==> src/msfp_map.vh <==
// Summary of operation
// - after two minutes without a key, show the default message
// - a new trip or alarm replaces the current message at once
// - default is motor status when stopped, first user message when running
// - running lamp needs a closed relay confirmed by its status input
// - stopped lamp lights when both contactors are off
// - a trip that drops a relay sets tripped; starts refused while set
// - tripped clears by reset key, lockout switch or serial, per trip type
// - relay, aux, alarm and fault lamps follow their own sources
// - auto mode takes serial starts only
// - hardwired auto takes auto start inputs qualified by permissive only
// - stops are honoured in every mode from every source
// - manual takes switch and key starts; manual and auto lamps show mode
// - setpoint key steps through six pages, from actual values to page one
// - actual key steps through four pages, from setpoints to page one
// - value keys step the shown setpoint within limits, idle on actuals
// - start keys begin the start of their contactor, subject to gating
// - unstored edits leave the stored value in force
// - store in setpoint mode writes memory, applies, flashes stored message
// - store in actual mode selects the shown message as default
// - stop key drops both contactor relays
// - reset with trip cause present keeps trip and shows not-possible
// - section up/down bounded; holding beyond one second repeats fast
// - any trip drops both contactor relays
// - starts need the stop input energized; dropping it opens both relays
`ifndef MSFP_MAP_VH
`define MSFP_MAP_VH
`define MSFP_CLK_HZ      40'd50000000
`define MSFP_IDLE_S      40'd120
`define MSFP_HOLD_MS     40'd1000
`define MSFP_REP_MS      40'd100
`define MSFP_DEB_MS      40'd10
`define MSFP_MS_DIV      40'd1000
`define MSFP_K_SP        0
`define MSFP_K_ACT       1
`define MSFP_K_STORE     2
`define MSFP_K_STOP      3
`define MSFP_K_RESET     4
`define MSFP_K_STA       5
`define MSFP_K_STB       6
`define MSFP_K_UP        7
`define MSFP_K_DN        8
`define MSFP_K_VUP       9
`define MSFP_K_VDN       10
`define MSFP_S_STOP      11
`define MSFP_S_STA       12
`define MSFP_S_STB       13
`define MSFP_S_ASTA      14
`define MSFP_S_ASTB      15
`define MSFP_S_PERM      16
`define MSFP_S_LOCK      17
`define MSFP_S_STATA     18
`define MSFP_S_STATB     19
`define MSFP_MODE_MAN    2'h0
`define MSFP_MODE_AUTO   2'h1
`define MSFP_MODE_HW     2'h2
`define MSFP_TC_ANY      2'h0
`define MSFP_TC_LOCK     2'h1
`define MSFP_TC_SER      2'h2
`define MSFP_MSG_DATA    3'h0
`define MSFP_MSG_TRIP    3'h1
`define MSFP_MSG_ALARM   3'h2
`define MSFP_MSG_STATUS  3'h3
`define MSFP_MSG_USER1   3'h4
`define MSFP_MSG_STORED  3'h5
`define MSFP_MSG_NORST   3'h6
`define MSFP_SP_PAGES    3'h6
`define MSFP_AV_PAGES    3'h4
`define MSFP_SP_DEPTH    128
`endif

==> src/msfp_panel_end.v <==
`timescale 1ns/1ns
`default_nettype none
`default_nettype wire

==> src/msfp_panel.v <==
`timescale 1ns/1ns
`default_nettype none
`include "msfp_map.vh"

module msfp_panel #(
  parameter        SECT_N   = 8,
  parameter        SP_W     = 16,
  parameter [15:0] SP_MIN   = 16'h0000,
  parameter [15:0] SP_MAX   = 16'h00FF,
  parameter [15:0] SP_INIT  = 16'h0010,
  parameter [39:0] IDLE_CYC = `MSFP_CLK_HZ * `MSFP_IDLE_S,
  parameter [39:0] HOLD_CYC = `MSFP_CLK_HZ * `MSFP_HOLD_MS / `MSFP_MS_DIV,
  parameter [39:0] REP_CYC  = `MSFP_CLK_HZ * `MSFP_REP_MS / `MSFP_MS_DIV,
  parameter [39:0] DEB_CYC  = `MSFP_CLK_HZ * `MSFP_DEB_MS / `MSFP_MS_DIV
) (
  input  wire            ref_clk,
  input  wire            sys_rst,
  input  wire [10:0]     key_pins,
  input  wire [8:0]      sw_pins,
  input  wire [1:0]      ctl_mode,
  input  wire            ser_start_a,
  input  wire            ser_start_b,
  input  wire            ser_stop,
  input  wire            ser_reset,
  input  wire            trip_event,
  input  wire            trip_cond,
  input  wire [1:0]      trip_class,
  input  wire            alarm_active,
  input  wire            self_fault,
  input  wire            aux1_cmd,
  input  wire            aux2_cmd,
  output reg             relay_a_q,
  output reg             relay_b_q,
  output reg             aux1_relay_q,
  output reg             aux2_relay_q,
  output reg             lamp_running_q,
  output reg             lamp_stopped_q,
  output reg             lamp_tripped_q,
  output reg             lamp_alarm_q,
  output reg             lamp_fault_q,
  output reg             lamp_ctr_a_q,
  output reg             lamp_ctr_b_q,
  output reg             lamp_aux1_q,
  output reg             lamp_aux2_q,
  output reg             lamp_auto_q,
  output reg             lamp_manual_q,
  output reg [2:0]       disp_msg_q,
  output reg             disp_setpt_q,
  output reg [2:0]       disp_page_q,
  output reg [3:0]       disp_sect_q,
  output reg [SP_W-1:0]  sp_shown_q,
  output reg [SP_W-1:0]  sp_active_q,
  output reg             nv_wr_q,
  output reg [6:0]       nv_addr_q,
  output reg [SP_W-1:0]  nv_data_q,
  output reg             default_sel_q,
  output reg [6:0]       default_addr_q
);

  localparam IN_N = 20;
  localparam [3:0] SECT_LAST = SECT_N - 1;

  ////////////////////////////////////////////////////////////////////
  // input synchronising and debouncing
  wire [IN_N-1:0] pins = {sw_pins, key_pins};
  reg  [IN_N-1:0] s1_q;
  reg  [IN_N-1:0] s2_q;
  reg  [IN_N-1:0] s3_q;
  wire [IN_N-1:0] filt_q;
  reg  [IN_N-1:0] filt_old_q;
  wire [IN_N-1:0] ev = filt_q & ~filt_old_q;

  always @(posedge ref_clk) begin
    if (sys_rst) begin
      s1_q       <= {IN_N{1'b0}};
      s2_q       <= {IN_N{1'b0}};
      s3_q       <= {IN_N{1'b0}};
      filt_old_q <= {IN_N{1'b0}};
    end else begin
      s1_q       <= pins;
      s2_q       <= s1_q;
      s3_q       <= s2_q;
      filt_old_q <= filt_q;
    end
  end

  genvar gi;
  generate
    for (gi = 0; gi < IN_N; gi = gi + 1) begin : g_deb
      reg [39:0] cnt_q;
      reg        lvl_q;
      // one flop per bit keeps a single driver for each filtered level
      assign filt_q[gi] = lvl_q;
      always @(posedge ref_clk) begin
        if (sys_rst) begin
          cnt_q <= 40'h0;
          lvl_q <= 1'b0;
        end else if (s2_q[gi] != s3_q[gi] || s3_q[gi] == lvl_q) begin
          cnt_q <= 40'h0;
        end else if (cnt_q >= DEB_CYC - 40'h1) begin
          cnt_q <= 40'h0;
          lvl_q <= s3_q[gi];
        end else begin
          cnt_q <= cnt_q + 40'h1;
        end
      end
    end
  endgenerate

  ////////////////////////////////////////////////////////////////////
  // hold to repeat for section keys
  reg  [39:0] hold_q;
  reg  [39:0] rep_q;
  reg         rep_tick_q;
  wire        nav_held = filt_q[`MSFP_K_UP] | filt_q[`MSFP_K_DN];

  always @(posedge ref_clk) begin
    if (sys_rst || !nav_held) begin
      hold_q     <= 40'h0;
      rep_q      <= 40'h0;
      rep_tick_q <= 1'b0;
    end else if (hold_q < HOLD_CYC) begin
      hold_q     <= hold_q + 40'h1;
      rep_tick_q <= 1'b0;
    end else if (rep_q >= REP_CYC - 40'h1) begin
      rep_q      <= 40'h0;
      rep_tick_q <= 1'b1;
    end else begin
      rep_q      <= rep_q + 40'h1;
      rep_tick_q <= 1'b0;
    end
  end

  wire go_up = ev[`MSFP_K_UP] | (rep_tick_q & filt_q[`MSFP_K_UP]);
  wire go_dn = ev[`MSFP_K_DN] | (rep_tick_q & filt_q[`MSFP_K_DN]);
  wire any_key = |ev[`MSFP_K_VDN:`MSFP_K_SP] | rep_tick_q;

  ////////////////////////////////////////////////////////////////////
  // start and stop gating, trip latch
  wire stop_ok = filt_q[`MSFP_S_STOP];
  wire stop_any = ev[`MSFP_K_STOP] | ser_stop | ~stop_ok;
  wire man = (ctl_mode == `MSFP_MODE_MAN);
  wire aut = (ctl_mode == `MSFP_MODE_AUTO);
  wire hwa = (ctl_mode == `MSFP_MODE_HW);
  wire perm = filt_q[`MSFP_S_PERM];
  wire req_a = (man & (ev[`MSFP_K_STA] | filt_q[`MSFP_S_STA]))
             | (aut & ser_start_a)
             | (hwa & perm & filt_q[`MSFP_S_ASTA]);
  wire req_b = (man & (ev[`MSFP_K_STB] | filt_q[`MSFP_S_STB]))
             | (aut & ser_start_b)
             | (hwa & perm & filt_q[`MSFP_S_ASTB]);
  wire start_ok = stop_ok & ~lamp_tripped_q;

  reg [1:0] tclass_q;
  wire key_rst = ev[`MSFP_K_RESET];
  wire lock_rst = ev[`MSFP_S_LOCK];
  wire rst_req = (tclass_q == `MSFP_TC_ANY) ? (key_rst | lock_rst | ser_reset) :
                 (tclass_q == `MSFP_TC_LOCK) ? lock_rst : ser_reset;
  wire rst_go = lamp_tripped_q & rst_req & ~trip_cond;
  wire rst_deny = lamp_tripped_q & (key_rst | lock_rst | ser_reset) & trip_cond;

  always @(posedge ref_clk) begin
    if (sys_rst) begin
      relay_a_q      <= 1'b0;
      relay_b_q      <= 1'b0;
      lamp_tripped_q <= 1'b0;
      tclass_q       <= `MSFP_TC_ANY;
    end else begin
      if (trip_event || stop_any) begin
        relay_a_q <= 1'b0;
        relay_b_q <= 1'b0;
      end else if (start_ok) begin
        if (req_a)
          relay_a_q <= 1'b1;
        if (req_b)
          relay_b_q <= 1'b1;
      end
      if (trip_event) begin
        lamp_tripped_q <= 1'b1;
        tclass_q       <= trip_class;
      end else if (rst_go) begin
        lamp_tripped_q <= 1'b0;
      end
    end
  end

  ////////////////////////////////////////////////////////////////////
  // lamps
  always @(posedge ref_clk) begin
    if (sys_rst) begin
      lamp_running_q <= 1'b0;
      lamp_stopped_q <= 1'b0;
      lamp_alarm_q   <= 1'b0;
      lamp_fault_q   <= 1'b0;
      lamp_ctr_a_q   <= 1'b0;
      lamp_ctr_b_q   <= 1'b0;
      lamp_aux1_q    <= 1'b0;
      lamp_aux2_q    <= 1'b0;
      lamp_auto_q    <= 1'b0;
      lamp_manual_q  <= 1'b0;
      aux1_relay_q   <= 1'b0;
      aux2_relay_q   <= 1'b0;
    end else begin
      lamp_running_q <= (relay_a_q & filt_q[`MSFP_S_STATA])
                      | (relay_b_q & filt_q[`MSFP_S_STATB]);
      lamp_stopped_q <= ~filt_q[`MSFP_S_STATA] & ~filt_q[`MSFP_S_STATB];
      aux1_relay_q   <= aux1_cmd;
      aux2_relay_q   <= aux2_cmd;
      lamp_ctr_a_q   <= relay_a_q;
      lamp_ctr_b_q   <= relay_b_q;
      lamp_aux1_q    <= aux1_relay_q;
      lamp_aux2_q    <= aux2_relay_q;
      lamp_alarm_q   <= alarm_active;
      lamp_fault_q   <= self_fault;
      lamp_auto_q    <= aut | hwa;
      lamp_manual_q  <= man;
    end
  end

  ////////////////////////////////////////////////////////////////////
  // page navigation and setpoint editing
  // one entry per {page,sect} code so every page stays addressable
  reg  [SP_W-1:0] sp_mem [0:`MSFP_SP_DEPTH-1];
  reg             dirty_q;
  reg             alarm_old_q;
  reg  [39:0]     idle_q;
  wire [6:0]      addr = {disp_page_q, disp_sect_q[3:0]};
  wire            sp_mode = disp_setpt_q;
  integer         i;

  always @(posedge ref_clk) begin
    if (sys_rst) begin
      for (i = 0; i < `MSFP_SP_DEPTH; i = i + 1)
        sp_mem[i] <= SP_INIT;
      disp_setpt_q   <= 1'b0;
      disp_page_q    <= 3'h0;
      disp_sect_q    <= 4'h0;
      disp_msg_q     <= `MSFP_MSG_STATUS;
      sp_shown_q     <= SP_INIT;
      sp_active_q    <= SP_INIT;
      dirty_q        <= 1'b0;
      nv_wr_q        <= 1'b0;
      nv_addr_q      <= 7'h00;
      nv_data_q      <= {SP_W{1'b0}};
      default_sel_q  <= 1'b0;
      default_addr_q <= 7'h00;
      alarm_old_q    <= 1'b0;
      idle_q         <= 40'h0;
    end else begin
      nv_wr_q       <= 1'b0;
      default_sel_q <= 1'b0;
      alarm_old_q   <= alarm_active;
      sp_active_q   <= sp_mem[addr];
      if (!dirty_q)
        sp_shown_q <= sp_mem[addr];
      if (any_key) begin
        idle_q     <= 40'h0;
        disp_msg_q <= `MSFP_MSG_DATA;
      end else if (idle_q < IDLE_CYC) begin
        idle_q <= idle_q + 40'h1;
      end else begin
        disp_msg_q <= lamp_stopped_q ? `MSFP_MSG_STATUS : `MSFP_MSG_USER1;
      end
      if (ev[`MSFP_K_SP]) begin
        dirty_q      <= 1'b0;
        disp_setpt_q <= 1'b1;
        disp_sect_q  <= 4'h0;
        if (!sp_mode || disp_page_q == `MSFP_SP_PAGES - 3'h1)
          disp_page_q <= 3'h0;
        else
          disp_page_q <= disp_page_q + 3'h1;
      end else if (ev[`MSFP_K_ACT]) begin
        dirty_q      <= 1'b0;
        disp_setpt_q <= 1'b0;
        disp_sect_q  <= 4'h0;
        if (sp_mode || disp_page_q == `MSFP_AV_PAGES - 3'h1)
          disp_page_q <= 3'h0;
        else
          disp_page_q <= disp_page_q + 3'h1;
      end else if (go_up && disp_sect_q != 4'h0) begin
        dirty_q     <= 1'b0;
        disp_sect_q <= disp_sect_q - 4'h1;
      end else if (go_dn && disp_sect_q != SECT_LAST) begin
        dirty_q     <= 1'b0;
        disp_sect_q <= disp_sect_q + 4'h1;
      end else if (sp_mode && ev[`MSFP_K_VUP]) begin
        dirty_q <= 1'b1;
        if (sp_shown_q < SP_MAX)
          sp_shown_q <= sp_shown_q + 1'b1;
      end else if (sp_mode && ev[`MSFP_K_VDN]) begin
        dirty_q <= 1'b1;
        if (sp_shown_q > SP_MIN)
          sp_shown_q <= sp_shown_q - 1'b1;
      end else if (ev[`MSFP_K_STORE]) begin
        if (sp_mode) begin
          sp_mem[addr] <= sp_shown_q;
          dirty_q      <= 1'b0;
          nv_wr_q      <= 1'b1;
          nv_addr_q    <= addr;
          nv_data_q    <= sp_shown_q;
          disp_msg_q   <= `MSFP_MSG_STORED;
        end else begin
          default_sel_q  <= 1'b1;
          default_addr_q <= addr;
        end
      end
      if (rst_deny)
        disp_msg_q <= `MSFP_MSG_NORST;
      if (alarm_active && !alarm_old_q)
        disp_msg_q <= `MSFP_MSG_ALARM;
      if (trip_event)
        disp_msg_q <= `MSFP_MSG_TRIP;
    end
  end

endmodule // msfp_panel
`default_nettype wire

==> config.mk <==
export PLATFORM = sky130hd
export DESIGN_NAME = msfp_panel
export DESIGN_NICKNAME = d
export VERILOG_FILES = /design/src/msfp_panel_end.v /design/src/msfp_panel.v
export VERILOG_INCLUDE_DIRS = /design/src
export SDC_FILE = /design/constraint.sdc
export NUM_CORES = 2
export LEC_CHECK = 0
export BUFFER_PORTS_ARGS = -buffer_cell sky130_fd_sc_hd__buf_4
export CELL_PAD_IN_SITES_DETAIL_PLACEMENT = 1
export CELL_PAD_IN_SITES_GLOBAL_PLACEMENT = 2
export CORE_MARGIN = 2
export CORE_UTILIZATION = 47
export DETAILED_ROUTE_END_ITERATION = 12
export PLACE_DENSITY_LB_ADDON = 0.05
export SLEW_MARGIN = 40
export SYNTH_ARGS = -nofsm -noshare
export SYNTH_HDL_FRONTEND = slang
export SYNTH_SLANG_ARGS = --single-unit
==> constraint.sdc <==
create_clock -name ref_clk -period 7.1 [get_ports ref_clk]
set_input_delay 1.42 -clock ref_clk [delete_from_list [all_inputs] [get_ports ref_clk]]
set_output_delay 1.42 -clock ref_clk [all_outputs]
set_load 0.1 [all_outputs]
======== Word level (Yosys, flattened, before mapping) ========
Memory sizes are Yosys's and may differ from the RTL's.
Cells that the tools add are included.
word-level totals
  memory bits (writable) .................. 2048
  word-level logic and storage cells ...... 398
  input port bits ......................... 36
  memories ................................ 1
  output and inout bits ................... 90
  register bits ........................... 1112
operators by class
  eq/ne operators ......................... 46
  bitwise gates (word level) .............. 68
  add/subtract/negate cells ............... 28
  magnitude comparators ................... 25
  muxes and demuxes ....................... 57
  reductions and logical operators ........ 95
memories
  memory  depth  bits a word  rd ports  clocked after memory_dff  wr ports  RTL line          RTL
  sp_mem  128    16           1         0                         128       msfp_panel.v:223  reg [SP_W-1:0] sp_mem [0:`MSFP_SP_DEPTH-1];
operators by type and width
  kind                                                            number
  adder 40 x 1 -> 40 bit, second input constant                   23
  >= comparator 40 x 19 -> 1 bit, second input constant           20
  two-way mux 16 bit                                              10
  OR reduction 3 bit                                              22
  two-way mux 3 bit                                               16
  AND reduction 2 bit                                             23
  >= comparator 40 x 23 -> 1 bit, second input constant           1
  less-than comparator 40 x 26 -> 1 bit, second input constant    1
  less-than comparator 40 x 33 -> 1 bit, second input constant    1
  two-way mux 40 bit                                              1
  inverter 1 bit                                                  33
  two-way mux 1 bit                                               25
  logical OR 1 bit                                                24
  equality test 1 bit                                             20
  inequality test 1 bit                                           20
  AND 18 bit                                                      1
  inverter 18 bit                                                 1
  AND 1 bit                                                       17
  adder 16 x 1 -> 16 bit, second input constant                   1
  greater-than comparator 16 x 1 -> 1 bit, second input constant  1
  less-than comparator 16 x 8 -> 1 bit, second input constant     1
  bitwise OR 1 bit                                                16
  AND reduction 8 bit                                             2
  OR reduction 16 bit                                             1
  22 further kinds                                                38

======== Longest topological paths before layout ========
  depth in word-level cells ............... 16
  mapped depth ............................ 15
  gate-level depth less buffers ........... 9

======== Worst setup path after synthesis ========
Ideal clock, no wire load.
  kind .................................... register to register
  from .................................... register disp_sect_q[1]
  to ...................................... memory sp_mem[110][0], enable pin
  setup time .............................. 411 ps
  buffers on the path ..................... 4
  cell stages (with the launch flop) ...... 12
  required time ........................... 6689 ps
  slack ................................... 2466 ps
  clock period less this slack ............ 4634 ps
  data arrival time ....................... 4223 ps
  cell sequence ........................... dfxtp_1 clkbuf_1 nand3_1 nand3_1 nand3_2 or3b_1 buf_2 nor2_8 nand2_1 clkbuf_1 clkbuf_1 o21ai_0
RTL lines
  item                      RTL line          RTL
  start: declaration        msfp_panel.v:50   output reg [3:0] disp_sect_q,
  start signal: assignment  msfp_panel.v:282  disp_sect_q <= disp_sect_q - 4'h1;
  start signal: assignment  msfp_panel.v:285  disp_sect_q <= disp_sect_q + 4'h1;
  end: declaration          msfp_panel.v:223

==> metrics.txt <==
mean post-synth cell area 11.8 sq um; via-per-instance ratio 6.19; Overall Power 39.3 mW; Worst setup EP type flip-flop; FF-to-FF End sp_mem[76][11]; largest net degree at the start of global routing 129; R2R setup slack 1.83 ns; Hold Slack 0.434 ns; total power per unit cell area 262 nW/um^2; total track usage 33.2%; H-tree levels 5; cts bufs inserted 342; Least-Margin Pin Slew 1.02 ns; Min-Delay Endpoint idle_q[39]; hold path depth 2; status finished clean; worst-skew pair later-pin latency 0.96 ns; Place WS 1.99 ns; Slew Limit Headroom 31.9%; starting density of the core 47.4%; Gate Count Post-Synth 11,100; fmax 190 MHz; synth-to-layout area growth 14.3%; hold_buf cts 0; Iteration-0 DRC Markers 12,100; remaining antenna violation count 0; Avg WL per Cell 31.3 um; clock sink total 3,154; antenna violations before repair 48; Core Region 277,000 sq um; Slew Viols, Final 0; Total Die Area 283,000 sq um; Post-route DRC 0; Tmin final 5.27 ns; 1st-pass router iterations 6; GRT met2 Usage 50.7%; first-pass GRT wire length 689,000 um; ys async rst share 0%; crit-path max FO 46; Routed WL 481,000 um; Primary FF master, synth edfxtp_1; Post-synth EDFFs 2,048; number of cell rows 193; Startpoint Class flip-flop; Detailed Place HPWL 306,000 um; Pleak 52.2 nW; GPL Wtd Cong 0.919; Die Height 532 um; setup TNS 0 ns; Finish-stage setup viols 0; chip width 532 um; hold crit path type flip-flop to flip-flop; Post CTS Setup Buffer Count 0; met3 GRT Util 8.28%; hold path startpoint idle_q[39]; post-layout util 54.1%; Root Buffer clkbuf_16; Final Hold Fails 0; Fin Clk Skew 0.0501 ns; period utilization 74.3%; Seq/Total Area, Yosys 63.8%; Post-layout nets 11,500; Vias 95,200; Worst Reg-to-Reg Cells 9; startpoint of the worst-slack reg-to-reg timing path disp_sect_q[0]; #FFs+latches synth 3,154; post-route setup slack 1.83 ns; Remaining Overflow, GRT 0; vias in the first global route 96,100; RSZ-0062 raised after global routing false; I/O Buffers 125; Post-CTS Resized 0; met1 Track Usage GR 44.9%; Worst Setup Path Type flip-flop to flip-flop; critical path data required time 7.75 ns; # Max-Cap Violations 0; crit path DAT 5.92 ns; area of the mapped netlist 131,000 sq um; peak supply drop 0.215 mV; synth warn 0; CTS clk-pin slew, worst paths 0.06 ns; GR peak layer met2; CTS tree done; share of cells above drive strength 1 12.1%; boundary pin count 126; clock buffer depth 4; number of library cell types mapped by synthesis 87
-- cells in the mapped netlist (all sizes together), types with 36 or more instances --
cell       n  share of area (%)
nor2b     90               0.43
dfxtp   1106                 17
clkbuf   749                2.1
nor4     136               0.65
o21ai    318                1.2
o41ai     36               0.24
a31oi     45               0.21
mux2     150                1.3
a22oi    195                1.1
and4      39               0.26
and2    1563                7.5
xnor2    137               0.91
nand2    386                1.1
mux2i    260                2.0
inv      101               0.29
a221o     51               0.39
xor2     263                1.8
nor3     455                1.7
nand3    210               0.80
a22o      48               0.32
a21oi    353                1.3
and3     101               0.48
or3      170               0.81
nand4    106               0.51
edfxtp  2048                 47
a211oi    41               0.23
a221oi   241                1.6
nor2    1014                2.9
buf      197               0.71
-- worst max path at each step --
stage                   startpoint        endpoint  slack [ns]  depth (start not counted)
floorplan           disp_sect_q[1]  sp_mem[110][0]        2.47                         11
global placement    disp_sect_q[2]   sp_shown_q[8]        0.70                         10
detailed placement  disp_sect_q[0]  sp_mem[76][15]        1.99                          9
CTS                 disp_sect_q[0]   sp_mem[76][9]        1.98                          9
global route        disp_sect_q[0]   sp_mem[76][9]        1.68                          9
finish              disp_sect_q[0]  sp_mem[76][11]        1.83                          9
-- final cells by class --
class | instances | area (sq um)
clock buffer | 488 | 9890
fill | 28200 | 127000
timing repair buffer | 486 | 4060
multi-input combinational | 7293 | 46000
sequential | 3154 | 83700
tap | 3705 | 4640
antenna | 17 | 42.5
inverter | 106 | 432
clock inverter | 130 | 1130
-- stage by stage --
step | cells | area [sq um]
5_1_grt | 15400 | 150000
4_1_cts | 15400 | 150000
6_report | 15400 | 150000
3_5_place_dp | 14700 | 139000
3_3_place_gp | 14700 | 138000
2_1_floorplan | 11500 | 133000
-- per-layer routing --
metal	up-vias	routed length, um
li1	40200	-
met1	48700	191000
met2	5122	212000
met3	1119	54400
met4	24	23500
met5	-	146
-- registers in the layout, indices dropped and copies added, names as in the netlist, 40 cells and up --
register	flops
sp_mem	2048
rep_q	40
idle_q	40
g_deb.cnt_q	800
hold_q	40
-- worst max-delay path: stages (launching register included) --
cell and delay [ns]:
dfxtp_4 0.77, nand3_1 0.42, nand3_1 0.26, nand3_2 0.20, or3b_4 0.69, nor2_8 0.46, nand2_4 0.53, buf_4 0.52
o21ai_1 0.74, buf_4 0.31
-- cell families (layout without fill, tap and decap cells) --
logic type,Yosys count,count (layout),synth area share (%)
other,1,437,0.00286
flip-flops,3154,3154,63.8
buffers and inverters,1052,1210,3.15
AO/OA/AOI/OAI,1636,1636,8.66
XOR/XNOR,400,400,2.67
AND/OR/NAND/NOR,4365,4365,17.7
adder cells (fa/ha/maj),35,35,0.340
multiplexers,437,437,3.73
-- layout by cell type (no fill, tap or decap), types with 137 or more instances in the layout --
cell          n
nand2_1     366
mux2i_1     260
o21ai_0     179
a221oi_1    240
dfxtp_1    1088
and2_1     1559
xnor2_1     137
a21oi_1     348
nor2_1      922
edfxtp_1   2048
mux2_2      150
conb_1      420
clkbuf_16   360
a22oi_1     195
buf_4       438
nor3_1      450
or3_1       169
nand3_1     209
xor2_1      263
-- where the power goes --
group / switching, mW / internal [mW] / leakage [nW]
Clock: 7.46 / 10.4 / 5.45
Sequential: 0.261 / 20.0 / 29.8
Combinational: 0.977 / 0.266 / 17.0
Total: 8.70 / 30.6 / 52.2
(Power assumes the default switching activity.)
